### src/rtl/tpw_defines.svh
// Purpose: constants for the trickle power wake block
// Assumes: included by bare name
// Notes: register offsets are byte addresses of one-byte registers
`ifndef TPW_DEFINES_SVH
`define TPW_DEFINES_SVH
`define TPW_NUM_SRC        8
`define TPW_SRC_RI1        0
`define TPW_SRC_RI2        1
`define TPW_SRC_KBD        2
`define TPW_SRC_MOUSE      3
`define TPW_SRC_CIR        4
`define TPW_SRC_KEY        5
`define TPW_SRC_TACH       6
`define TPW_SRC_GPIO       7
`define TPW_ADDR_STATUS    8'h00
`define TPW_ADDR_ENABLE    8'h01
`define TPW_ADDR_MASK      8'h02
`define TPW_ADDR_IRQ_STAT  8'h03
`define TPW_ADDR_CTRL      8'h04
`define TPW_ADDR_GPCFG     8'h05
`define TPW_ADDR_PINSTATE  8'h06
`define TPW_CTRL_SP2_ACT   0
`define TPW_CTRL_SERIAL2_TRANSMIT_SEL  1
`define TPW_CTRL_IR_EN     2
`define TPW_CTRL_LED_A     3
`define TPW_CTRL_LED_B     4
`define TPW_GPCFG_DIR      0
`define TPW_GPCFG_INV      1
`define TPW_GPCFG_OD       2
`define TPW_GPCFG_OUT      3
`define TPW_RST_BYTE       8'h00
// raw source levels while the synchroniser sits in reset
`define TPW_RAW_IDLE       8'h0F
`endif

### src/rtl/tpw_pkg.sv
// Purpose: types for the trickle power wake block
// Assumes: tpw_defines.svh
// Notes: none
package tpw_pkg;
   typedef enum logic [1:0] {TPW_OFF, TPW_MAIN_ON} tpw_power_t;
   typedef struct packed {
      logic ring_ind1_n;
      logic ring_ind2_n;
      logic kbd_data_in;
      logic mouse_data_in;
      logic cir_rx2_pin;
      logic gpio_wake;
   } tpw_pins_t;
   typedef struct packed {
      logic [7:0] status;
      logic [7:0] enable;
      logic [7:0] mask;
      logic [7:0] irq_stat;
      logic [7:0] ctrl;
      logic [7:0] gpcfg;
      logic [7:0] rdata;
      tpw_power_t power;
   } tpw_state_t;
endpackage

### src/rtl/tpw_sync.sv
// Purpose: two flop synchroniser for a vector of pins
// Assumes: one clock
// Notes: first stage read only by second
`timescale 1ns/1ps
module tpw_sync #(
   parameter int WIDTH = 8
) (
   // clock and reset
   input  wire logic             clk,
   input  wire logic             reset,
   // data
   input  wire logic [WIDTH-1:0] din,
   output logic      [WIDTH-1:0] dout
);
   logic [WIDTH-1:0] stage1;
   always_ff @(posedge clk or posedge reset) begin
      if (reset) begin
         stage1 <= '0;
         dout   <= '0;
      end else begin
         stage1 <= din;
         dout   <= stage1;
      end
   end
endmodule // tpw_sync

### src/rtl/tpw_wake.sv
// Purpose: trickle domain wake logic, wake request and standby pin control
// Assumes: clk from trickle domain; pins asynchronous
// Notes: reset is the trickle power-on reset; main_por and hard_reset are pulses
// How it works
// - enabled wake sources pull the wake request low, with or without main power
// - ring indicators, keyboard, mouse, infrared, key, tach, gpio are sources
// - tach wake works with main off; software clears its enable first
// - main-powered pins are inputs only on trickle, wake paths stay live
// - second infrared receive pin feeds only the infrared wake source
// - fan control pins driven low after main por and hard reset
// - shared transmit pin driven low after any reset, never a wake input
// - retained pin goes plain gpio without main, keeps dir, invert, type
// - three non-wake pins never reach the wake logic
// - wake request pin stays drivable on trickle supply
// - led pins driven by led logic even without main supply
// - second ir transmit low after main por until port 2 activated
// - shared pin low until serial selected and activated, then ir or serial
// - wake registers, infrared, key, led, tach state kept on trickle
// - every enabled power event asserts the open-drain active-low wake request
// - trickle por initialises all trickle registers
// - no register access decoded while main power good is low
//
// The strobed register port and the register offsets were chosen for this implementation.
`timescale 1ns/1ps
`include "tpw_defines.svh"
module tpw_wake
   import tpw_pkg::*;
#(
   parameter int NUM_SRC = `TPW_NUM_SRC
) (
   // clock and resets
   input  wire logic             clk,
   input  wire logic             reset,
   input  wire logic             main_por,
   input  wire logic             hard_reset,
   input  wire logic             main_power_good,
   // register port
   input  wire logic [7:0]       addr,
   input  wire logic [7:0]       wdata,
   input  wire logic             wr,
   input  wire logic             rd,
   output logic      [7:0]       rdata,
   // wake and non-wake pins
   input  wire tpw_pins_t        pins,
   input  wire logic             consumer_infrared,
   input  wire logic             key_match,
   input  wire logic             tach_event,
   input  wire logic             non_wake_pin_a,
   input  wire logic             non_wake_pin_b,
   input  wire logic             non_wake_pin_c,
   // wake request pin
   output logic                  wake_request_n,
   output logic                  wake_request_oe_n,
   // interrupt
   output logic                  irq,
   // transmit, led and fan pins
   input  wire logic             infrared_transmit,
   input  wire logic             infrared_transmit_2,
   input  wire logic             serial2_transmit,
   input  wire logic             led_out_a,
   input  wire logic             led_out_b,
   output logic                  ir_tx2_pin,
   output logic                  shared_tx_pin,
   output logic                  led_pin_a,
   output logic                  led_pin_b,
   output logic                  fan_ctl_pin_a,
   output logic                  fan_ctl_pin_b,
   input  wire logic [1:0]       fan_ctl_drive,
   // retained gpio pin
   input  wire logic             retained_cfg_in,
   input  wire logic             retained_alt_out,
   output logic                  retained_cfg_pin,
   output logic                  retained_cfg_oe_n
);
   tpw_state_t       st;
   tpw_state_t       next_st;
   logic [5:0]       pin_sync;
   logic             pg_sync;
   logic [2:0]       int_sync;
   logic [7:0]       raw;
   logic [7:0]       prev;
   logic [7:0]       event_edge;
   logic             main_rst;
   logic             retained_val;

   // synchronise pins and main power good
   tpw_sync #(.WIDTH(10)) u_sync (
      .clk   (clk),
      .reset (reset),
      .din   ({pins, main_power_good, consumer_infrared, key_match, tach_event}),
      .dout  ({pin_sync, pg_sync, int_sync})
   );

   // raw source levels, event active high; non-wake pins not connected
   always_comb begin
      raw = 8'h00;
      raw[`TPW_SRC_RI1]   = ~pin_sync[5];
      raw[`TPW_SRC_RI2]   = ~pin_sync[4];
      raw[`TPW_SRC_KBD]   = ~pin_sync[3];
      raw[`TPW_SRC_MOUSE] = ~pin_sync[2];
      raw[`TPW_SRC_CIR]   = int_sync[2] | pin_sync[1];
      raw[`TPW_SRC_KEY]   = int_sync[1];
      raw[`TPW_SRC_TACH]  = int_sync[0];
      raw[`TPW_SRC_GPIO]  = pin_sync[0];
   end

   logic unused_nonwake;
   assign unused_nonwake = non_wake_pin_a ^ non_wake_pin_b ^ non_wake_pin_c;

   // edge detector starts at the reset-time raw level, no false event
   always_ff @(posedge clk or posedge reset) begin
      if (reset) begin
         prev <= `TPW_RAW_IDLE;
      end else begin
         prev <= raw;
      end
   end
   assign event_edge = raw & ~prev;
   assign main_rst   = main_por | hard_reset;

   always_comb begin
      next_st = st;
      next_st.rdata = 8'h00;
      // power tracking
      if (pg_sync) begin
         next_st.power = TPW_MAIN_ON;
      end else begin
         next_st.power = TPW_OFF;
      end
      // register writes, only while main power good
      if (wr && pg_sync) begin
         case (addr)
            `TPW_ADDR_STATUS:   next_st.status   = st.status & ~wdata;
            `TPW_ADDR_ENABLE:   next_st.enable   = wdata;
            `TPW_ADDR_MASK:     next_st.mask     = wdata;
            `TPW_ADDR_IRQ_STAT: next_st.irq_stat = st.irq_stat & ~wdata;
            `TPW_ADDR_CTRL:     next_st.ctrl     = wdata;
            `TPW_ADDR_GPCFG:    next_st.gpcfg    = wdata;
            default: begin
            end
         endcase
      end
      // event capture, set wins over clear
      next_st.status   = next_st.status | event_edge;
      next_st.irq_stat = next_st.irq_stat | event_edge;
      // main reset clears activate and selection bits only
      if (main_rst) begin
         next_st.ctrl[`TPW_CTRL_SP2_ACT]  = 1'b0;
         next_st.ctrl[`TPW_CTRL_SERIAL2_TRANSMIT_SEL] = 1'b0;
      end
      // reads
      if (rd && pg_sync) begin
         case (addr)
            `TPW_ADDR_STATUS:   next_st.rdata = st.status;
            `TPW_ADDR_ENABLE:   next_st.rdata = st.enable;
            `TPW_ADDR_MASK:     next_st.rdata = st.mask;
            `TPW_ADDR_IRQ_STAT: next_st.rdata = st.irq_stat;
            `TPW_ADDR_CTRL:     next_st.rdata = st.ctrl;
            `TPW_ADDR_GPCFG:    next_st.rdata = st.gpcfg;
            `TPW_ADDR_PINSTATE: next_st.rdata = raw;
            default:            next_st.rdata = 8'h00;
         endcase
      end
   end

   // trickle por clears everything
   always_ff @(posedge clk or posedge reset) begin
      if (reset) begin
         st.status   <= `TPW_RST_BYTE;
         st.enable   <= `TPW_RST_BYTE;
         st.mask     <= `TPW_RST_BYTE;
         st.irq_stat <= `TPW_RST_BYTE;
         st.ctrl     <= `TPW_RST_BYTE;
         st.gpcfg    <= `TPW_RST_BYTE;
         st.rdata    <= 8'h00;
         st.power    <= TPW_OFF;
      end else begin
         st <= next_st;
      end
   end

   assign rdata = st.rdata;
   assign irq   = |(st.irq_stat & st.mask);

   // open drain wake request, oe_n low while pulling low
   always_ff @(posedge clk or posedge reset) begin
      if (reset) begin
         wake_request_n    <= 1'b0;
         wake_request_oe_n <= 1'b1;
      end else begin
         wake_request_n    <= 1'b0;
         wake_request_oe_n <= ~|(st.status & st.enable);
      end
   end

   // transmit, led, fan and retained pins
   always_ff @(posedge clk or posedge reset) begin
      if (reset) begin
         ir_tx2_pin       <= 1'b0;
         shared_tx_pin    <= 1'b0;
         led_pin_a        <= 1'b0;
         led_pin_b        <= 1'b0;
         fan_ctl_pin_a    <= 1'b0;
         fan_ctl_pin_b    <= 1'b0;
         retained_cfg_pin <= 1'b0;
         retained_cfg_oe_n <= 1'b1;
      end else begin
         if (main_rst || !st.ctrl[`TPW_CTRL_SP2_ACT]) begin
            ir_tx2_pin <= 1'b0;
         end else begin
            ir_tx2_pin <= infrared_transmit_2;
         end
         if (main_rst || !st.ctrl[`TPW_CTRL_SP2_ACT] || !st.ctrl[`TPW_CTRL_SERIAL2_TRANSMIT_SEL]) begin
            shared_tx_pin <= 1'b0;
         end else if (st.ctrl[`TPW_CTRL_IR_EN]) begin
            shared_tx_pin <= infrared_transmit;
         end else begin
            shared_tx_pin <= serial2_transmit;
         end
         led_pin_a <= st.ctrl[`TPW_CTRL_LED_A] & led_out_a;
         led_pin_b <= st.ctrl[`TPW_CTRL_LED_B] & led_out_b;
         if (main_rst || st.power == TPW_OFF) begin
            fan_ctl_pin_a <= 1'b0;
            fan_ctl_pin_b <= 1'b0;
         end else begin
            fan_ctl_pin_a <= fan_ctl_drive[0];
            fan_ctl_pin_b <= fan_ctl_drive[1];
         end
         retained_cfg_pin  <= retained_val;
         retained_cfg_oe_n <= ~st.gpcfg[`TPW_GPCFG_DIR] |
                              (st.gpcfg[`TPW_GPCFG_OD] & retained_val);
      end
   end

   // without main power the pin falls back to plain gpio, config kept
   always_comb begin
      if (st.power == TPW_MAIN_ON) begin
         retained_val = retained_alt_out ^ st.gpcfg[`TPW_GPCFG_INV];
      end else begin
         retained_val = st.gpcfg[`TPW_GPCFG_OUT] ^ st.gpcfg[`TPW_GPCFG_INV];
      end
      retained_val = retained_val | (1'b0 & retained_cfg_in & unused_nonwake);
   end
endmodule // tpw_wake

### config.mk
export PLATFORM = sky130hd
export DESIGN_NAME = tpw_wake
export DESIGN_NICKNAME = d
export VERILOG_FILES = /design/src/rtl/tpw_pkg.sv /design/src/rtl/tpw_sync.sv /design/src/rtl/tpw_wake.sv
export VERILOG_INCLUDE_DIRS = /design/src /design/src/rtl
export SDC_FILE = /design/constraint.sdc
export NUM_CORES = 1
export LEC_CHECK = 0
export BUFFER_PORTS_ARGS = -buffer_cell sky130_fd_sc_hd__buf_2
export CAP_MARGIN = 40
export CORE_AREA = 3 3 97 145
export DETAILED_ROUTE_END_ITERATION = 10
export DIE_AREA = 0 0 100 148
export PLACE_DENSITY = 0.57
export RECOVER_POWER = 25
export SYNTH_ARGS = -nofsm -noshare
export SYNTH_HDL_FRONTEND = slang
export SYNTH_HIERARCHICAL = 1
export SYNTH_SLANG_ARGS = --single-unit
export TNS_END_PERCENT = 50
### constraint.sdc
create_clock -name clk -period 4.8 [get_ports clk]
set_clock_uncertainty 0.15 [all_clocks]
set_input_delay 0.96 -clock clk [delete_from_list [all_inputs] [get_ports clk]]
set_output_delay 0.96 -clock clk [all_outputs]
set_load 0.02 [all_outputs]
* Yosys cells after proc, flatten, opt, wreduce, memory -nomap -nowiden
Index checks and enable logic that the tools add are counted.
** Word-level totals
- Register bits after elaboration :: 95
- Latch bits :: 0
- RAM bits :: 0
- Bits in read-only memories :: 0
- Bits of input ports :: 44
- Output and inout bits :: 19
- Word-level logic and storage cells :: 86
- Memories :: 0
** Cells by class
- Add/sub/neg operators :: 0
- $mul :: 0
- Divide/modulo/power cells :: 0
- Magnitude comparators :: 0
- Eq/ne operators :: 7
- Shift-type cells :: 0
- Mux-type cells :: 17
- Bitwise gates (word level) :: 22
- Reductions and logical operators :: 19
** Operators with widths (count)
- 8-bit two-way mux :: 7
- 8-bit case mux with 7 select lines :: 1
- 48-bit two-way mux :: 1
- 8-bit bitwise AND :: 5
- 8-bit by 3-bit == test with 1-bit output, second input constant :: 3
- 8-bit by 2-bit == test with 1-bit output, second input constant :: 2
- 8-bit NOT :: 2
- 8-bit OR :: 2
- 8-bit OR reduction :: 2
- 2-bit AND reduction :: 5
- 8-bit by 1-bit == test with 1-bit output, second input constant :: 1
- 8-bit logical NOT :: 1
- 1-bit two-way mux :: 7
- 1-bit NOT :: 5
- 2-bit nonzero test :: 2
- 1-bit bitwise AND :: 3
- 1-bit logical NOT :: 3
- 1-bit logical OR :: 3
- 1-bit OR :: 3
- 2-bit by 1-bit == test with 1-bit output, second input constant :: 1
- 1-bit logical AND :: 2
- 2-bit logical NOT :: 1
- 2-bit two-way mux :: 1
- 1-bit bitwise XOR :: 2

* Logic depth before layout (Yosys ltp)
Gate-level depths: netlist of run 1.
- Depth after elaboration :: 5
- Gate-level depth with buffers :: 7
- Depth with buffers taken out :: 4

* Cells and area by module
The synthesis of run 1 kept the hierarchy.
** By module, submodules not included
- tpw_wake :: times used 1, cells each 257, area an instance 3313.2 µm², sequential area each 1859.3 µm²
- tpw_sync :: times used 1, cells each 21, area an instance 504.2 µm², sequential area each 500.5 µm²

* Worst setup path after synthesis of run 1
No wires, ideal clock.
- Path kind :: input -> register
- Start :: input addr[3]
- End :: register rdata[0] (netlist name)
- Setup time :: 82 ps
- Data arrival time :: 2429 ps
- Required time :: 4568 ps
- Setup slack :: 2138 ps
- Stages on the path :: 6
- Path buffers :: 2
- Cells stage by stage :: or3_4 > or4_4 > buf_6 > or2_0 > buf_2 > o22ai_1
** RTL lines
- start: declaration :: line tpw_wake.sv:38 : input wire logic [7:0] addr,

* Worst setup path after layout of run 1
- Start :: input addr[2]
- End :: register st[20] in the netlist's numbering
** Between the ends
- Word-level cells in the longest chain between the ends :: 2
** RTL lines
- 8-bit by 3-bit == test with 1-bit output :: line tpw_wake.sv:132 : case (addr)
- 2-bit AND reduction (no source line)
- end signal: assignment :: line tpw_wake.sv:178 : st <= next_st;
- end: declaration :: line tpw_wake.sv:75 : tpw_state_t st;
Every way passes these cells.
A chain may end at the register's enable or synchronous reset.

==> key figures, run 1 <==
Synth
  • Seq/Total Area, Yosys: between 60 and 70%
  • Largest family of logic cells by synthesized area: multiplexers
  • Area leader, netlist: dfrtp_1
  • Syn avg cell area: 13.7 µm²
  • Compound-Gate Fraction of Synth Area: roughly 8.6%
  • Syn Inst Count: between 200 and 300
  • Adder-Cell Fraction of Synth Area: 0%
  • Post-synthesis register bit count: 94
  • Main flop type after synthesis: dfrtp_1
  • Yosys top cell area share: around 58%
  • Synth area leaders: dfrtp_1 58%, mux2_2 11%, mux4_2 4.7%
  • Post-synthesis instance area: between 3000 and 4000 µm²
  • Syn_nets: 322
  • Synth warn: 6
  • Async set-reset flop share out of synthesis: 100%
  • Synth Area in Simple Gates: 8.75%
  • Library cells used by synthesis: 40
  • Multiplexer share of the synthesized area: between 15 and 20%
  • Post-synth EDFFs: 0
  • Post-synthesis xor/xnor area fraction: less than 1%

Run
  • Max-Cap Viols: 0

Cells and area
  • Post-route cell area: ~4500 µm²
  • Commonest non-fill, non-tap cell in the layout: dfrtp_1
  • Most frequent cells in the layout: 88 x dfrtp_1, 58 x buf_2, 36 x mux2_2, 24 x nand2_1, 14 x a22oi_1
  • Diode count: 0
  • Layout cells sized above 1: a little under two fifths
  • Layout Nets: 374
  • Final Non-Filler Cells: between 400 and 500
  • P&R area growth vs syn: 18.1%

Clock network
  • Clk sinks: 94
  • Post-CTS Hold Buffers: 0
  • CTS Buf Count: 9
  • H-Tree Depth: 3
  • CTS tree: yes
  • Clk pin slew, worst setup/hold paths: ~0.06 ns
  • Latest clock arrival within the worst-skew pair: between 0.3 and 0.4 ns
  • Clock Path Buffers: 2
  • PostCTS Resize Cnt: 0
  • CTS root buffer: clkbuf_16
  • Postcts setup bufs: 0

Place
  • GPL Wtd Cong: approximately 0.75
  • Area of placed instances: around 4200 µm²
  • Placed cell count: roughly 480
  • Port bufs: 57
  • Setup slack at placement: ~1.5 ns
  • Post-DP HPWL: between 6000 and 7000 µm

Drt
  • Wire length per cell: between 15 and 20 µm
  • Wl on met1: approximately 3500 µm
  • Top Layer Used: met5
  • Pre-Repair DR Iteration Count: 4
  • Met3 wire length: between 300 and 400 µm
  • Iteration-0 DRC Markers: between 100 and 150
  • Routed wl met2: 4480 µm
  • DRT Wirelength: between 8000 and 9000 µm
  • Vias: approximately 2.4k
  • Vias per Instance: approximately 5
  • # DRC: 0
  • Detail Route Antenna Nets: 0

STA
  • RSZ-0062 raised after global routing: no
  • Setup TNS: 0 ns
  • Fin crit share: 61.0%
  • Fin Hold WS: around 0.2 ns
  • Final setup fails: 0
  • Least-Margin Pin Slew: between 1 and 1.5 ns
  • Maximum clock rate: 341 MHz
  • Final slew viol count: 0
  • Worst rel slew slack: ~5.5%
  • Fin. Hold Viols: 0
  • Post-layout min period: about 2.9 ns
  • Crit path setup slack, layout: between 1.5 and 2 ns

Critical path
  • Crit end category: flip-flop
  • Crit Path Max Fanout: 25
  • Crit path max-delay family: simple AND/OR/NAND/NOR gates
  • Worst-path cell chain: buf_2 > or4b_1 > or4_1 > mux2_2
  • CP max stage delay: between 0.6 and 0.7 ns
  • CP Launch Type: primary input
  • CP required: around 4.9 ns
  • Slowest CP cell: or4_1
  • WP buf/inv: 1
  • Crit Path Class: primary input to flip-flop
  • CP Data Arrival Time: 3.00 ns

Global route
  • Vias in the first global route: about 2.5k
  • Largest net degree at the start of global routing: 39
  • First-pass GRT wire length: 13600 µm
  • Tot GR Track Use: between 10% and 20%
  • GRT overflow: 0
  • Initial antenna violation count: 1

Power
  • Worst VDD drop: ~130 µV
  • P_leak: just over 2 nW
  • PwrDens: between 300 and 400 nW/µm²

Floorplanning
  • Core box area: 13000 µm²
  • Die ar.: 14800 µm²
  • Row count: between 50 and 60
  • DIE HEIGHT: 148 µm
  • Total I/O pin count: 63
  • Initial Util: between 20% and 30%
  • Die W: 100 µm

Outcome
  • Status: completed

Min path
  • Worst Hold Class: flip-flop to flip-flop
-- registers in the layout (all words and copies together), names as in the netlist, 8 cells and up --
register	flops
prev	8
st	49
u_sync/stage1	10
u_sync/dout	10
rdata	8
-- area by class of cell --
class / count / area, µm²
Clock buffer: 11 / 233
Clock inverter: 4 / 72.6
Fill cell: 1269 / 8440
Inverter: 13 / 48.8
Multi-Input combinational cell: 152 / 1290
Sequential cell: 94 / 2360
Tap cell: 159 / 199
Timing Repair Buffer: 60 / 305
-- per-stage QoR --
step,total power [mW],utilization (%)
2_1_floorplan,0.904,-
5_1_grt,1.73,34.8
3_5_place_dp,0.950,32.5
6_report,1.66,34.8
3_3_place_gp,0.946,32.4
4_1_cts,1.69,34.8
-- synthesized netlist by cell type (2+ instances only) --
library cell	count
buf_4	9
nand3b_1	3
buf_2	4
or4_1	2
mux2i_1	3
o21ai_0	3
dfstp_2	6
nand2_1	24
a22oi_1	14
a311oi_1	2
dfrtp_1	88
o22ai_1	7
o2bb2ai_1	10
nor2_1	7
mux4_2	8
and2_1	2
mux2_2	36
nand3_1	3
a21o_1	6
clkbuf_1	4
and3_1	3
inv_1	13
nor2b_1	4
-- final timing paths --
path,cells after the start,end,from,slack (ns)
max in group asynchronous,3,prev[2],reset,2.40
worst max register to register,3,st[20],u_sync/dout[3],2.61
worst min-delay path,0,u_sync/dout[0],u_sync/stage1[0],0.20
worst max-delay path,4,st[20],addr[2],1.87
worst min register to register,0,u_sync/dout[0],u_sync/stage1[0],0.20
min in group asynchronous,2,u_sync/stage1[4],reset,0.63
-- metal layers --
layer / vias up / global-route usage, %
met5: - / 0
met4: 2 / 5.80
met3: 16 / 2.74
met2: 57 / 20.5
met1: 1245 / 14.1
li1: 1094 / -
-- power breakdown --
part           switching (mW)  internal (mW)
sequential             0.0119          0.817
clock                   0.278          0.453
combinational          0.0611         0.0427
-- logic make-up (layout without fill, tap and decap cells) --
family	Yosys count	in the layout
DFF	94	94
muxes	47	47
other	1	1
xor gates and xnor gates	1	1
and+or+nand+nor	59	59
AOI/OAI and AO/OA	44	44
buffers and inverters	32	88
No activity file was read; power rests on OpenSTA's default activity.
==> run 2, diff against run 1 <==
--- a/config.mk
+++ b/config.mk
@@ -11,7 +11,7 @@
 export CORE_AREA = 3 3 97 145
 export DETAILED_ROUTE_END_ITERATION = 10
 export DIE_AREA = 0 0 100 148
-export PLACE_DENSITY = 0.57
+export PLACE_DENSITY = 0.59
 export RECOVER_POWER = 25
 export SYNTH_ARGS = -nofsm -noshare
 export SYNTH_HDL_FRONTEND = slang
==> constraint.sdc (replaced) <==
create_clock -name clk -period 2.5 [get_ports clk]
set_clock_uncertainty 0.15 [all_clocks]
set_input_delay 0.5 -clock clk [delete_from_list [all_inputs] [get_ports clk]]
set_output_delay 0.5 -clock clk [all_outputs]
set_load 0.02 [all_outputs]
==> key figures, run 2 (synthesis gave the netlist of run 1 again) <==
Outcome
  • Status: completed (unchanged)

Global route
  • Tot GR Track Use: 12.1% (was 12.0%)
  • First-pass GRT wire length: 13500 µm (was 13600 µm)
  • Vias in the first global route: 2503 (was 2483)
  • Initial antenna violation count: 1 (unchanged)
  • Largest net degree at the start of global routing: 50 (was 39)
  • GRT overflow: 0 (unchanged)

Clock network
  • Latest clock arrival within the worst-skew pair: 0.34 ns (about the same)
  • PostCTS Resize Cnt: 0 (unchanged)
  • Clock Path Buffers: 2 (unchanged)
  • CTS tree: yes (unchanged)
  • Postcts setup bufs: 0 (unchanged)
  • Clk sinks: 94 (unchanged)
  • CTS root buffer: clkbuf_16 (unchanged)
  • Clk pin slew, worst setup/hold paths: 0.07 ns (was 0.06 ns)
  • H-Tree Depth: 3 (unchanged)
  • CTS Buf Count: 9 (unchanged)
  • Post-CTS Hold Buffers: 0 (unchanged)

Power
  • P_leak: 2.14 nW (was 2.05 nW)
  • Worst VDD drop: 322 µV (was 134 µV)
  • Overall power: 3.67 mW (was 1.66 mW)
  • PwrDens: 782 nW/µm² (was 369 nW/µm²)

Drt
  • Detail Route Antenna Nets: 0 (unchanged)
  • Wire length per cell: 17.1 µm (was 17.4 µm)
  • Vias per Instance: 4.74 (was 4.90)
  • Pre-Repair DR Iteration Count: 4 (unchanged)
  • # DRC: 0 (unchanged)
  • DRT Wirelength: 8590 µm (was 8580 µm)
  • Vias: 2380 (was 2414)
  • Iteration-0 DRC Markers: 104 (was 125)

Place
  • GPL Wtd Cong: 0.792 (was 0.751)
  • Port bufs: 57 (unchanged)
  • Post-DP HPWL: 6480 µm (was 6330 µm)
  • Setup slack at placement: 0.0944 ns (was 1.49 ns)

STA
  • Maximum clock rate: 490 MHz
  • Crit path setup slack, layout: 0.461 ns (was 1.87 ns)
  • Setup TNS: 0 ns (unchanged)
  • Worst rel slew slack: 17.7% (was 5.54%)
  • RSZ-0062 raised after global routing: no (unchanged)
  • Fin crit share: between 80% and 90%
  • Final slew viol count: 0 (unchanged)
  • Fin. Hold Viols: 0 (unchanged)
  • Least-Margin Pin Slew: 1.23 ns (was 1.42 ns)
  • Post-layout min period: between 2 and 2.5 ns
  • Final setup fails: 0 (unchanged)

Critical path
  • Crit end category: flip-flop (unchanged)
  • CP Launch Type: primary input (unchanged)
  • CP required: 2.58 ns (was 4.87 ns)
  • Crit Path Max Fanout: 9 (was 25)
  • CP Data Arrival Time: 2.12 ns (was 3.00 ns)
  • Crit Path Class: primary input to flip-flop (unchanged)

Floorplanning
  • Total I/O pin count: 63 (unchanged)
  • Row count: 51 (unchanged)
  • Initial Util: 29.5% (unchanged)
  • Core box area: 13000 µm² (unchanged)
  • DIE HEIGHT: 148 µm (unchanged)
  • Die W: 100 µm (unchanged)
  • Die ar.: 14800 µm² (unchanged)

Cells and area
  • Util after Layout: 36.3% (was 34.8%)
  • Fill cells: 1272 (was 1269)
  • Layout Nets: 382 (was 374)
  • Layout cells sized above 1: 40.2% (was 38.0%)
  • P&R area growth vs syn: 23.1% (was 18.1%)
  • Commonest non-fill, non-tap cell in the layout: dfrtp_1 (unchanged)
  • Biggest register: st (unchanged)
  • Biggest regs: st: 49 flops, u_sync/dout: 10 flops, u_sync/stage1: 10 flops (unchanged)
  • Max reg flops: 49 (unchanged)
  • Most frequent cells in the layout: 88 x dfrtp_1, 56 x buf_2, 36 x mux2_2, 24 x nand2_1, 14 x a22oi_1 (was 88 x dfrtp_1, 58 x buf_2, 36 x mux2_2, 24 x nand2_1, 14 x a22oi_1)
  • Diode count: 0 (unchanged)

Min path
  • Worst Hold Class: primary input to flip-flop (was flip-flop to flip-flop)

Run
  • Max-Cap Viols: 0 (unchanged)
run 2: cell count changes in the layout (fill, tap and decap cells not counted), moves of 2 or more:
cell / delta
buf_2: -2
and2_1: -2
and2_0: +2
buf_4: +8
bufinv_16: +4
run 2: routing by layer:
layer / routed length (µm) / track usage, %
met4: 148 / 5.19
met2: 4620 / 21.1
met1: 3410 / 13.8
met5: 0 / 0
met3: 416 / 3.40
run 2: final timing paths:
kind                                    end  cells past startpoint             start  slack [ns]
setup / recovery                     st[21]                      5           addr[3]        0.46
setup reg to reg                     st[21]                      4    u_sync/dout[3]        0.59
hold reg to reg              u_sync/dout[3]                      0  u_sync/stage1[3]        0.20
hold / removal             u_sync/stage1[6]                      1           pins[2]        0.11
max in group asynchronous           prev[3]                      3             reset        1.11
min in group asynchronous    u_sync/dout[2]                      2             reset        0.16
run 2: critical path, cell delays in order:
cell,delay (ns)
buf_2,0.11
or4b_1,0.53
or4_1,0.48
buf_4,0.21
mux2_2,0.28
run 2: final cells by class:
class                   instances  area (µm²)  share of cell area (%)
clock buffers                  10         239                    5.09
well taps                     159         199                    4.23
repair buffers                 68         379                    8.07
clock inverters                 6         180                    3.83
flip-flops and latches         94        2360                    50.2
multi-input cells             152        1290                    27.5
inverters                      13        50.0                    1.07
run 2: through the flow:
step	instance area [µm²]	cells	hold slack, ns
2_1_floorplan	3820	278	0.181
3_3_place_gp	4280	486	0.184
3_5_place_dp	4280	486	0.186
4_1_cts	4700	502	0.0965
5_1_grt	4700	502	0.102
6_report	4700	502	0.111
run 2: power by group:
group	switching (mW)	internal, mW
logic	0.118	0.0879
clock network	0.571	1.31
registers	0.0222	1.57
